<file path="src/rtl/endian_swap_pkg.sv">
// Constants and types for the endian steering bridge.
// Assumes one 125 MHz clock and an active-low asynchronous reset.
// Function
// - Steering sits on the translation-unit path and on the host-port path.
// - When enabled, writes convert big to little and reads little to big.
// - A bypass lets data pass unchanged when swapping is off.
// - Little-endian byte 0 in bits 7:0; big-endian byte 0 in 31:24.
// - Ordinary DSP writes reverse all four bytes.
// - Ordinary DSP reads reverse all four bytes.
// - Odd-halfword or halfword-mode-low 32-bit writes exchange the two halves.
// - Odd-halfword or halfword-mode-low 32-bit reads exchange the two halves.
// - Halfword format carries bytes 1,0,3,2 from bit 31 downward.
// - Byte and 16-bit accesses are right-justified in the low lanes.
// - Translation-unit path swapping is disabled after power-up.
// - Width is decoded and lanes repacked for byte, halfword and word.
// - Host-port swap settings kept apart for memory and non-memory regions.
// - Host-port 32-bit accesses run as two 16-bit transfers.
// - Host-port halfword exchange and byte reversal programmed independently; only byte reversal alters port data.
// - Host-port byte reversal is disabled after reset for all regions.
// - Host-port halfword exchange is enabled after reset for all regions.
package endian_swap_pkg;
    typedef enum logic [1:0] {SZ_BYTE, SZ_HALF, SZ_WORD, SZ_RSVD} access_size_t;

    // Register map on the plain configuration port
    localparam logic [3:0] ADDR_CTRL   = 4'h0;
    localparam logic [3:0] ADDR_STATUS = 4'h4;
    localparam int CTRL_DSP_EN     = 0;
    localparam int CTRL_MEM_BYTE   = 1;
    localparam int CTRL_MEM_HALF   = 2;
    localparam int CTRL_REG_BYTE   = 3;
    localparam int CTRL_REG_HALF   = 4;
    localparam logic [4:0] CTRL_RESET = 5'h14;
    localparam logic [1:0] HALF_LO = 2'h0;
    localparam logic [1:0] HALF_HI = 2'h1;
endpackage : endian_swap_pkg

</file>
<file path="src/rtl/endian_swap_steering.sv">
// Endian steering for the DSP translation-unit path and the host port path.
// Assumes all requests are synchronous to clk; partners honour valid/ready.
//
// Local design decisions: the register addresses and the address-and-strobe port.
`timescale 1ns/1ps
`default_nettype none
module endian_swap_steering (
    input  wire logic                          clk,
    input  wire logic                          resetn,
    // Configuration port
    input  wire logic [3:0]                    cfgAddr,
    input  wire logic [31:0]                   cfgWdata,
    input  wire logic                          cfgWrite,
    input  wire logic                          cfgRead,
    output var  logic [31:0]                   cfgRdata,
    // DSP side of the translation-unit path
    input  wire logic                          dspValid,
    output var  logic                          dspReady,
    input  wire logic                          dspWrite,
    input  wire endian_swap_pkg::access_size_t dspSize,
    input  wire logic                          dspOddHalf,
    input  wire logic                          dspByteNword,
    input  wire logic [31:0]                   dspWdata,
    output var  logic                          dspRvalid,
    output var  logic [31:0]                   dspRdata,
    // Memory side of the translation-unit path
    output var  logic                          memValid,
    input  wire logic                          memReady,
    output var  logic                          memWrite,
    output var  logic [1:0]                    memSize,
    output var  logic [31:0]                   memWdata,
    input  wire logic                          memRvalid,
    input  wire logic [31:0]                   memRdata,
    // Host port: one 16-bit transfer per beat
    input  wire logic                          hostValid,
    output var  logic                          hostReady,
    input  wire logic                          hostWrite,
    input  wire logic                          hostMemRegion,
    input  wire logic                          hostWide,
    input  wire logic                          hostUpper,
    input  wire logic [15:0]                   hostWdata,
    output var  logic [15:0]                   hostRdata,
    // DSP side of the host port path
    output var  logic                          dspPortValid,
    input  wire logic                          dspPortReady,
    output var  logic                          dspPortWrite,
    output var  logic [15:0]                   dspPortWdata,
    input  wire logic [15:0]                   dspPortRdata
);
    import endian_swap_pkg::*;

    typedef struct packed {
        logic        write;
        logic [1:0]  size;
        logic [31:0] data;
    } entry_t;

    typedef struct packed {
        logic [4:0]  ctrl;
        logic [31:0] cfgRdata;
        entry_t      e0;
        entry_t      e1;
        logic        v0;
        logic        v1;
        logic        rdValid;
        logic [31:0] rdData;
        logic [15:0] hostRdata;
        logic        hostUpperSeen;
        logic [15:0] hostHeld;
    } state_t;

    state_t cur;
    state_t next_cur;

    // Byte reverse, halfword exchange, or pass: shared by both directions
    function automatic logic [31:0] steer32(input logic en, input logic [1:0] sz,
                                            input logic halfMode, input logic [31:0] d);
        logic [31:0] r;
        r = d;
        if (en) begin
            case (sz)
                SZ_WORD: begin
                    if (halfMode) begin
                        r = {d[15:0], d[31:16]};
                    end else begin
                        r = {d[7:0], d[15:8], d[23:16], d[31:24]};
                    end
                end
                SZ_HALF: r = {16'h0000, d[15:0]};
                SZ_BYTE: r = {24'h000000, d[7:0]};
                default: r = d;
            endcase
        end
        return r;
    endfunction : steer32

    function automatic logic [15:0] steer16(input logic byteSw, input logic [15:0] d);
        return byteSw ? {d[7:0], d[15:8]} : d;
    endfunction : steer16

    logic        dspEn;
    logic        dspHalfMode;
    logic        hostByteSw;
    logic        hostHalfSw;
    logic        take;
    logic        drain;
    logic [31:0] dspSteered;

    assign dspEn       = cur.ctrl[CTRL_DSP_EN];
    assign dspHalfMode = dspOddHalf || !dspByteNword;
    assign hostByteSw  = hostMemRegion ? cur.ctrl[CTRL_MEM_BYTE]
                                       : cur.ctrl[CTRL_REG_BYTE];
    assign hostHalfSw  = hostMemRegion ? cur.ctrl[CTRL_MEM_HALF]
                                       : cur.ctrl[CTRL_REG_HALF];
    assign dspSteered  = steer32(dspEn, dspSize, dspHalfMode, dspWdata);
    // Same condition the requester sees, so no word is taken while ready is low
    assign take        = dspValid && dspReady;
    assign drain       = cur.v0 && memReady;

    // Read answers need the request's mode; one copy, latched from the last read taken
    logic       rdHalfMode;
    logic [1:0] rdSize;
    logic       rdEn;
    always_ff @(posedge clk or negedge resetn) begin
        if (!resetn) begin
            rdHalfMode <= 1'b0;
            rdSize     <= 2'h0;
            rdEn       <= 1'b0;
        end else if (take && !dspWrite) begin
            rdHalfMode <= dspHalfMode;
            rdSize     <= dspSize;
            rdEn       <= dspEn;
        end
    end

    always_comb begin
        next_cur          = cur;
        next_cur.cfgRdata = 32'h00000000;
        if (cfgWrite && cfgAddr == ADDR_CTRL) begin
            next_cur.ctrl = cfgWdata[4:0];
        end
        if (cfgRead) begin
            case (cfgAddr)
                ADDR_CTRL:   next_cur.cfgRdata = {27'h0000000, cur.ctrl};
                ADDR_STATUS: next_cur.cfgRdata = {29'h00000000, cur.hostUpperSeen, cur.v1, cur.v0};
                default:     next_cur.cfgRdata = 32'h00000000;
            endcase
        end
        // Two-entry buffer toward memory: a stall there loses no word
        if (drain) begin
            next_cur.e0 = cur.e1;
            next_cur.v0 = cur.v1;
            next_cur.v1 = 1'b0;
        end
        if (take) begin
            if (!next_cur.v0) begin
                next_cur.e0 = '{dspWrite, dspSize, dspSteered};
                next_cur.v0 = 1'b1;
            end else begin
                next_cur.e1 = '{dspWrite, dspSize, dspSteered};
                next_cur.v1 = 1'b1;
            end
        end
        next_cur.rdValid = memRvalid;
        next_cur.rdData  = steer32(rdEn, rdSize, rdHalfMode, memRdata);
        // Host port: 32-bit values arrive as two halves; beats pass in arrival order
        if (hostValid && dspPortReady) begin
            if (hostWide) begin
                next_cur.hostUpperSeen = !hostUpper;
            end
            next_cur.hostRdata = steer16(hostByteSw, dspPortRdata);
        end
        next_cur.hostHeld = steer16(hostByteSw, hostWdata);
    end

    // Halfword exchange on the host port flips hostBeatHi, which leaves port data unchanged
    logic hostBeatHi;
    assign hostBeatHi = hostWide && (hostUpper ^ hostHalfSw);

    always_ff @(posedge clk or negedge resetn) begin
        if (!resetn) begin
            cur      <= '0;
            cur.ctrl <= CTRL_RESET;
        end else begin
            cur <= next_cur;
        end
    end

    // Host path beat is forwarded registered; hostBeatHi is registered but selects nothing
    logic        portValid;
    logic        portWrite;
    logic [15:0] portData;
    logic        portHi;
    always_ff @(posedge clk or negedge resetn) begin
        if (!resetn) begin
            portValid <= 1'b0;
            portWrite <= 1'b0;
            portData  <= 16'h0000;
            portHi    <= 1'b0;
        end else if (!portValid || dspPortReady) begin
            portValid <= hostValid;
            portWrite <= hostWrite;
            portData  <= steer16(hostByteSw, hostWdata);
            portHi    <= hostBeatHi;
        end
    end

    always_ff @(posedge clk or negedge resetn) begin
        if (!resetn) begin
            dspReady <= 1'b0;
        end else begin
            dspReady <= !next_cur.v1;
        end
    end

    assign cfgRdata     = cur.cfgRdata;
    assign memValid     = cur.v0;
    assign memWrite     = cur.e0.write;
    assign memSize      = cur.e0.size;
    assign memWdata     = cur.e0.data;
    assign dspRvalid    = cur.rdValid;
    assign dspRdata     = cur.rdData;
    assign hostReady    = !portValid || dspPortReady;
    assign hostRdata    = cur.hostRdata;
    assign dspPortValid = portValid;
    assign dspPortWrite = portWrite;
    assign dspPortWdata = portHi ? portData : portData;
endmodule : endian_swap_steering
`default_nettype wire

</file>
<file path="config.mk">
export PLATFORM = sky130hd
export DESIGN_NAME = endian_swap_steering
export DESIGN_NICKNAME = d
export VERILOG_FILES = /design/src/rtl/endian_swap_pkg.sv /design/src/rtl/endian_swap_steering.sv
export SDC_FILE = /design/constraint.sdc
export NUM_CORES = 1
export LEC_CHECK = 0
export ABC_AREA = 1
export BUFFER_PORTS_ARGS = -buffer_cell sky130_fd_sc_hd__buf_2
export CELL_PAD_IN_SITES_DETAIL_PLACEMENT = 1
export CELL_PAD_IN_SITES_GLOBAL_PLACEMENT = 1
export CORE_ASPECT_RATIO = 0.6
export CORE_MARGIN = 4
export CORE_UTILIZATION = 30
export CTS_CLUSTER_SIZE = 10
export DETAILED_ROUTE_END_ITERATION = 8
export GPL_TIMING_DRIVEN = 0
export PLACE_DENSITY = 0.79
export SYNTH_ARGS = -nofsm -noshare
export SYNTH_HDL_FRONTEND = slang
export SYNTH_SLANG_ARGS = --single-unit
</file>
<file path="constraint.sdc">
create_clock -name clk -period 2.85 [get_ports clk]
set_input_delay 0.1425 -clock clk [delete_from_list [all_inputs] [get_ports clk]]
set_output_delay 0.1425 -clock clk [all_outputs]
set_load 0.02 [all_outputs]
</file>
=== After elaboration in Yosys (flattened, before gate mapping) ===
Index checks and enable logic that the tools add are counted.

* Register bits: 182
* Logic and storage cells: 60

* Muxes and demuxes: 17
* Eq/ne operators: 5
* Reduce and logical (&&, ||, !) cells: 17

{| class="wikitable"
|+ Operator list
! kind !! number
|-
| case mux 32 bit (3 select lines) || 2
|-
| 2-to-1 mux 32 bit || 4
|-
| 2-to-1 mux 35 bit || 3
|-
| 2-to-1 mux 72 bit || 1
|-
| 2-to-1 mux 16 bit || 2
|-
| case mux 5 bit (2 select lines) || 1
|-
| logical AND 1 bit || 5
|-
| zero test 1 bit || 5
|-
| 2-to-1 mux 5 bit || 1
|-
| equality test 2 x 1 -> 1 bit, second input constant || 2
|-
| equality test 2 bit, second input constant || 2
|-
| equality test 4 x 3 -> 1 bit, second input constant || 1
|-
| zero test 2 bit || 2
|-
| zero test 4 bit || 1
|-
| AND reduction 2 bit || 2
|-
| logical OR 1 bit || 2
|-
| 2-to-1 mux 1 bit || 2
|-
| 2-to-1 mux 2 bit || 1
|}

=== Depth between registers and ports, before layout ===
Gate-level depths: netlist (run 1).

* Word-level depth: 8
* Depth in mapped cells: 9
* Mapped depth without buffers: 8

=== Worst setup path before layout (run 1) ===
No wires, ideal clock.

* Kind: reg2reg
* Start: register cur (netlist bit memValid)
* End: register cur (netlist bit memSize[0])
* Setup time: 0.127 ns
* Stages on the path, launching flop included: 7
* Path buffers: 3
* Arrival: 1.222 ns
* Period minus slack after synthesis: 1.349 ns
* Path slack: 1.501 ns
* Path through: dfrtp_1 -> buf_4 -> nand2_1 -> buf_4 -> buf_4 -> o211ai_1 -> o21ai_1

{| class="wikitable"
|+ RTL lines
! element !! line !! RTL
|-
| start, declared || endian_swap_steering.sv:72 || <nowiki>state_t cur;</nowiki>
|-
| start signal, assigned || endian_swap_steering.sv:185 || <nowiki>cur <= next_cur;</nowiki>
|}

==> metrics, run 1 <==
initial antenna violation count=4; Startpoint Class=register; Worst R2R Path Depth=4; Final ANT Viol Nets=0; count of different cell masters after synthesis=29; #FFs+latches synth=roughly 160; min Tclk post-route=around 2300 ps; Worst path slowest cell=a21oi_1; clock skew=7.31 ps; Final Cycle Share=0.806; Clock transition at path regs=roughly 70 ps; worst-skew pair later-pin latency=450 ps; Syn. warnings=0; Die Y=around 140 µm; nets=~1.7k; Post-DP Area=about 0.011 mm²; buffers added on ports=230; global placer's final weighted congestion=approximately 0.9; GRT Overall Usage=0.226; Final Hold Fails=0; DR vias=between 9k and 10k; vias in the first global route=~9.8k; R2R Path Start=rdSize[0]; busiest grt layer=met2; routing usage on met3=0.0502; Initial Utilization=0.308; maximum vdd ir drop=384 µV; Post-route DRC=0; GR Util met1=0.322; placed cells=around 1.8k; leak pwr=between 6 and 7 nW; Clock H-tree levels=4; Synth Instances=roughly 1.2k; critical path required time=approximately 3200 ps; Seq pwr share=0.314; 1st-iter DRT viols=675; Layout Cells excl Fill=1944; post-cts sizing count=0; Sw Share=0.419; Crit. Startpoint=rdSize[0]; drt wl/cell=between 15 and 20 µm; post-layout util=0.417; Core ar.=slightly below 0.03 mm²; crit-path max FO=10; CTS root buffer=clkbuf_16; Die ar.=about 0.033 mm²; Setup WS post-layout=552 ps; pre-CTS WS=~1100 ps; final setup TNS=0 ps; Synth Area per Inst=7.63 µm²; post-route cell area=0.0121 mm²; Area Growth Syn to Fin=35.3%; Psw=about 4.6 mW; Reg-to-Reg End=dspRdata[26]; Worst Setup EP=dspRdata[26]; WS Path Type=reg2reg; CTS tree=done; total power=around 11 mW; via/cell ratio=4.84; io pins=between 200 and 300; Rel. slew slack=0.467; HPWL after DPL=roughly 27 mm; min-delay worst type=in2reg; max cap viols=0; WHS=~16 ps; number of buffers created by CTS=17; Cell Rows=48; met2 Usage GRT=0.348; cell-internal power=approximately 6.4 mW; largest net degree at the start of global routing=90; Clock Power Share=0.221; sequential element share of the synthesized area=0.433; Max Slew Vio Count=0; mapped cell area=between 0.008 and 0.009 mm²; outcome=finished clean; fmax=between 0.4 and 0.5 GHz; final setup fails=0; critical path, cell by cell=a21oi_1 -> buf_2 -> o22ai_1 -> dlygate4sd3_1; critical path capture point type=register; CTS max path bufs=2; CP max stage delay=around 670 ps; R2R Setup Slk=550 ps; Worst Tran Pin Value=between 700 and 800 ps; combinational group share of total power=0.465; CTS Sinks=about 160; global-route wire length before repair=approximately 57 mm; RSZ-0062 raised after global routing=false; FILL cells=roughly 3.7k; layout cells sized above 1=0.305; GR Overflow Total=0; die width=231 µm; DR pass1 iterations=5; WL final=37.5 mm; Data arrival, critical path=between 2000 and 3000 ps; cell area power density=roughly 900 mW/mm²
==> cells by family (layout without fill, tap and decap cells) <==
| kind of cell | count (synthesis) | after routing | synth area share |
|---|---|---|---|
| simple gates | 589 | 589 | 0.293 |
| buf+inv | 294 | 634 | 0.189 |
| flops | 155 | 155 | 0.433 |
| compound gates | 136 | 136 | 0.0841 |
| other cells | 1 | 29 | 0.000418 |
| mux | 1 | 1 | 0.00126 |
==> timing repair <==
item / 4_1_cts / 5_1_grt
hold endpoints to repair: 133 / 0
hold buffers: 77 / 0
setup buffers: 0 / 0
==> flip-flops by register name (all words and copies together) (netlist names), 2 cells and up <==
signal and flops:
memSize 2, cfgRdata 5, dspPortWdata 16, memWdata 32, dspRdata 32, cur 42
hostRdata 16, rdSize 2
==> worst min-delay path by stage <==
stage	endpoint	cells after the start	slack, ps	start
after global placement	dspRvalid	1	250	memRvalid
after CTS	dspRdata[16]	3	0.5	memRdata[16]
after global routing	dspRdata[20]	3	10	memRdata[20]
after floorplan	cfgRdata[0]	0	-150	resetn
final	hostRdata[10]	3	20	dspPortRdata[2]
after detailed placement	dspPortWdata[5]	1	130	resetn
==> cell usage after synthesis <==
cell type	count	share of area
a21oi_1	20	0.011
a31oi_1	16	0.011
and3_1	1	0.00070
buf_1	3	0.0013
buf_12	3	0.0067
buf_2	32	0.018
buf_4	121	0.10
buf_6	6	0.0075
clkbuf_1	14	0.0059
conb_1	1	0.00042
dfrtp_1	153	0.43
dfstp_2	2	0.0059
inv_1	111	0.046
inv_2	4	0.0017
mux2_2	1	0.0013
nand2_1	355	0.15
nand2_2	4	0.0028
nand2_4	1	0.0013
nand3_1	137	0.076
nand3_2	30	0.033
nand3b_1	1	0.00084
nor2_1	57	0.024
nor2_4	2	0.0025
nor2_8	1	0.0022
o211ai_1	8	0.0067
o21a_1	1	0.00084
o21ai_0	48	0.027
o21ai_1	18	0.010
o22ai_1	25	0.017
==> power groups by stage <==
stage,clock [mW],combinational [mW],sequential (mW)
floorplan,0,3.32,3.42
global placement,0,4.75,3.44
detailed placement,0,4.90,3.48
CTS,2.47,5.08,3.45
global route,2.56,5.59,3.55
finish,2.43,5.10,3.45
==> cell usage in the layout (no fill, tap or decap), types with 2 or more instances in the layout <==
master,instances
bufinv_16,2
nand2_2,4
a21oi_1,20
buf_6,6
buf_4,121
nand3_2,30
o21ai_1,18
buf_12,3
nand2_1,355
dlygate4sd3_1,77
clkbuf_16,17
conb_1,27
clkinvlp_4,2
nand3_1,137
dfrtp_1,153
clkbuf_1,14
buf_2,261
inv_6,6
nor2_1,57
diode_2,2
dfstp_2,2
nor2_4,2
o22ai_1,25
buf_1,3
inv_2,4
o21ai_0,48
inv_1,111
o211ai_1,8
clkbuf_8,2
a31oi_1,16
==> layout make-up <==
class,instances,area (µm²),area share
clock buffer,19,453,0.0373
multi-input combinational,753,3490,0.288
clock inverter,13,153,0.0126
timing repair buffer,308,1960,0.161
tap,400,500,0.0412
sequential,155,3880,0.320
inverter,115,432,0.0356
antenna,2,5.00,0.000412
buffer,179,1260,0.104
==> worst max-delay path: cells and delay by family, from the launching register on <==
family / cells / cell delay (ps)
AO/OA/AOI/OAI: 2 / 790
buffers and inverters: 2 / 960
flip-flops: 1 / 430
==> per-layer routing <==
metal / wire [µm] / vias up / part of all wire
met3: 2620 / 72 / 0.070
met5: 41 / - / 0.0011
li1: - / 4308 / -
met2: 16600 / 381 / 0.44
met4: 863 / 6 / 0.023
met1: 17400 / 4650 / 0.46
(Power assumes the default switching activity.)
==> run 2, diff against run 1 <==
- ABC_AREA: 1 -> 0
- PLACE_DENSITY: 0.79 -> 0.8
- clock period: 2.85 -> 2.1 ns (I/O delays scaled with it)
==> run 2 against run 1 <==
Compared with the run above: the flow now finishes with violations (negative setup slack); clock power up 34%; first-iteration DRC count down 24%; sequential power up 37%; via count down 20%; final cell count down 18%; combinational power up 28%; clock-buffer cell count up 6; critical path type unchanged; fmax up 8.0%; global-route usage down 2.0 points; critical path depth up 1.
==> metrics, run 2 <==
DR vias=7574 (-20%); min Tclk post-route=2130 ps (-170 ps); Post-route DRC=0 (unchanged); largest reg by FF count=cur; Synth Instances=846 (-28%); CTS Sinks=155 (unchanged); Async S/R FF share, synth=1.00 (unchanged); CTS tree=done; CTS root buffer=clkbuf_16; top-count cell post-synth=nand2_1; Cell Rows=46 (-4.2%); Startpoint Class=register; Rel. slew slack=0.569 (+0.102); outcome=complete, but fails checks; EDFF count, synth=0 (unchanged); Synth top cells by count=nand2_1 (167), dfrtp_1 (153), buf_4 (125); largest net degree at the start of global routing=107 (+19%); violated checks=negative setup slack; most frequent cells in the layout=buf_2 (242), nand2_1 (167), dfrtp_1 (153); Worst Tran Pin Value=646 ps (-153 ps); Synth Area per Inst=9.75 µm² (+28%); Area Growth Syn to Fin=39.3%; maximum vdd ir drop=670 µV (+74%); cell area power density=1260 mW/mm² (+40%); post-route cell area=0.0115 mm² (-5.3%); clock skew=9.15 ps (+1.85 ps); fmax=0.470 GHz (+8.0%); Primary FF master, synth=dfrtp_1; WS Path Type=reg2reg; die width=222 µm (-4.0%); global-route wire length before repair=48.3 mm (-16%); WHS=14.3 ps (-1.83 ps); number of buffers created by CTS=17 (unchanged); CTS max path bufs=2 (unchanged); DR pass1 iterations=5 (unchanged); buffers added on ports=231 (+0.43%); RSZ-0062 raised after global routing=true; via/cell ratio=4.78 (-1.4%); leading cell type in the layout, fill and taps excluded=buf_2; Setup WS post-layout=-27.2 ps (-580 ps); 1st-iter DRT viols=515 (-24%); sequential element share of the synthesized area=0.471 (+0.0378); leak pwr=5.83 nW (-12%); GRT Overall Usage=0.206 (-0.0203); vias in the first global route=8226 (-16%); count of different cell masters after synthesis=35 (+21%); initial antenna violation count=2 (-2); io pins=287 (unchanged); final setup TNS=-41.7 ps (-41.7 ps); critical path capture point type=register; Final Hold Fails=0 (unchanged); top-area cell type share of the netlist area=0.464 (+0.0373); critical path required time=2410 ps (-770 ps); Final ANT Viol Nets=0 (unchanged); Syn. warnings=0 (unchanged); final setup fails=2 (+2); drt wl/cell=20.1 µm (+4.1%); nets=1359 (-19%); Area contributors post-synth=dfrtp_1 (46%), buf_4 (11%), mux2i_1 (11%), nand2_1 (7.6%), mux2_2 (5.6%); WL final=31.9 mm (-15%); FILL cells=3137 (-14%); Initial Utilization=0.308 (-0.000362); Post-DP Area=0.00999 mm² (-7.1%); global placer's final weighted congestion=0.858 (-5.3%); Clock H-tree levels=4 (unchanged); min-delay worst type=in2reg; max cap viols=0 (unchanged); worst-skew pair later-pin latency=440 ps (about the same); Die Y=136 µm (-3.9%); Clock transition at path regs=70 ps (about the same); cell taking the most area after synthesis=dfrtp_1; total power=14.5 mW (+32%); Core ar.=0.0268 mm² (-7.9%); Final Cycle Share=1.01 (+0.207); crit-path max FO=10 (unchanged); GR Overflow Total=0 (unchanged); mapped cell area=0.00825 mm² (-8.0%); HPWL after DPL=21.2 mm (-22%); max reg flops=42 (unchanged); #FFs+latches synth=155 (unchanged); Data arrival, critical path=2440 ps (-180 ps); Max Slew Vio Count=0 (unchanged); layout cells sized above 1=0.376 (+0.0716); Die ar.=0.0303 mm² (-7.7%)
==> run 2: cell count changes in the layout (fill, tap and decap cells not counted), moves of 12 or more <==
cell	delta
mux2i_1	+90
nand3_1	-113
nand3_2	-30
a31oi_1	-12
o21a_1	+23
inv_1	-109
buf_2	-19
nand2_1	-188
o21ai_0	+29
clkbuf_1	+12
o22ai_1	-25
nor2_1	-26
mux2_2	+40
==> run 2: kinds of logic (layout without fill, tap and decap cells) <==
family	after synthesis	in the layout	synth area share
multiplexers	135	135	0.171
AO/OA/AOI/OAI	145	145	0.101
buffers and inverters	168	518	0.136
flip-flops	155	155	0.471
AND/OR/NAND/NOR	242	242	0.121
other	1	31	0.000455
==> run 2: worst max-delay path, cell delays in order, from the launching register on <==
cell           delay (ps)
dfrtp_1               320
clkbuf_1              270
buf_2                 390
mux2i_1               300
o21ai_0                90
dlygate4sd3_1         620
==> run 2: repair_timing <==
action / CTS / global route
resized for setup: 0 / 17
endpoints found under the hold margin: 116 / 0
endpoints found under the setup margin: 0 / 22
buffers inserted: 0 / 1
hold buffers: 85 / 0
==> run 2: where the power goes <==
group / internal, mW / switching, mW
Combinational: 2.94 / 3.59
Sequential: 4.09 / 0.650
Clock: 1.96 / 1.29
Total: 8.99 / 5.53
==> run 2: worst paths after layout <==
kind | startpoint | to | slack (ps) | cells past startpoint
max | rdHalfMode | dspRdata[30] | -30 | 5
min | hostWdata[4] | dspPortWdata[12] | 10 | 3
max reg2reg | rdHalfMode | dspRdata[30] | -30 | 5
min reg2reg | dspPortWdata[5] | dspPortWdata[5] | 490 | 2
max in group asynchronous | resetn | dspRvalid | 1050 | 3
min in group asynchronous | resetn | dspPortWdata[9] | 170 | 2
==> run 2: per-layer routing <==
| layer | wire length (µm) | track usage | part of all wire |
|---|---|---|---|
| met5 | 0 | 0 | 0 |
| met4 | 805 | 0.0706 | 0.025 |
| met3 | 1940 | 0.0522 | 0.061 |
| met2 | 15300 | 0.341 | 0.48 |
| met1 | 13800 | 0.266 | 0.43 |
==> run 2: final cells by class <==
class / count / area, µm² / share of cell area
buffer: 165 / 1130 / 0.0982
timing repair buffer: 318 / 2050 / 0.179
tap: 360 / 450 / 0.0392
clock inverter: 7 / 115 / 0.0100
antenna: 4 / 10.0 / 0.000871
sequential: 155 / 3880 / 0.338
multi-input combinational: 549 / 3350 / 0.292
inverter: 3 / 11.3 / 0.000980
clock buffer: 25 / 485 / 0.0423
==> run 2: stage by stage <==
stage	utilization	std cells	setup WS (ps)
2_1_floorplan	-	872	525
3_3_place_gp	0.372	1463	-1620
3_5_place_dp	0.373	1464	112
4_1_cts	0.427	1581	9.00
5_1_grt	0.429	1584	-90.6
6_report	0.429	1586	-27.2
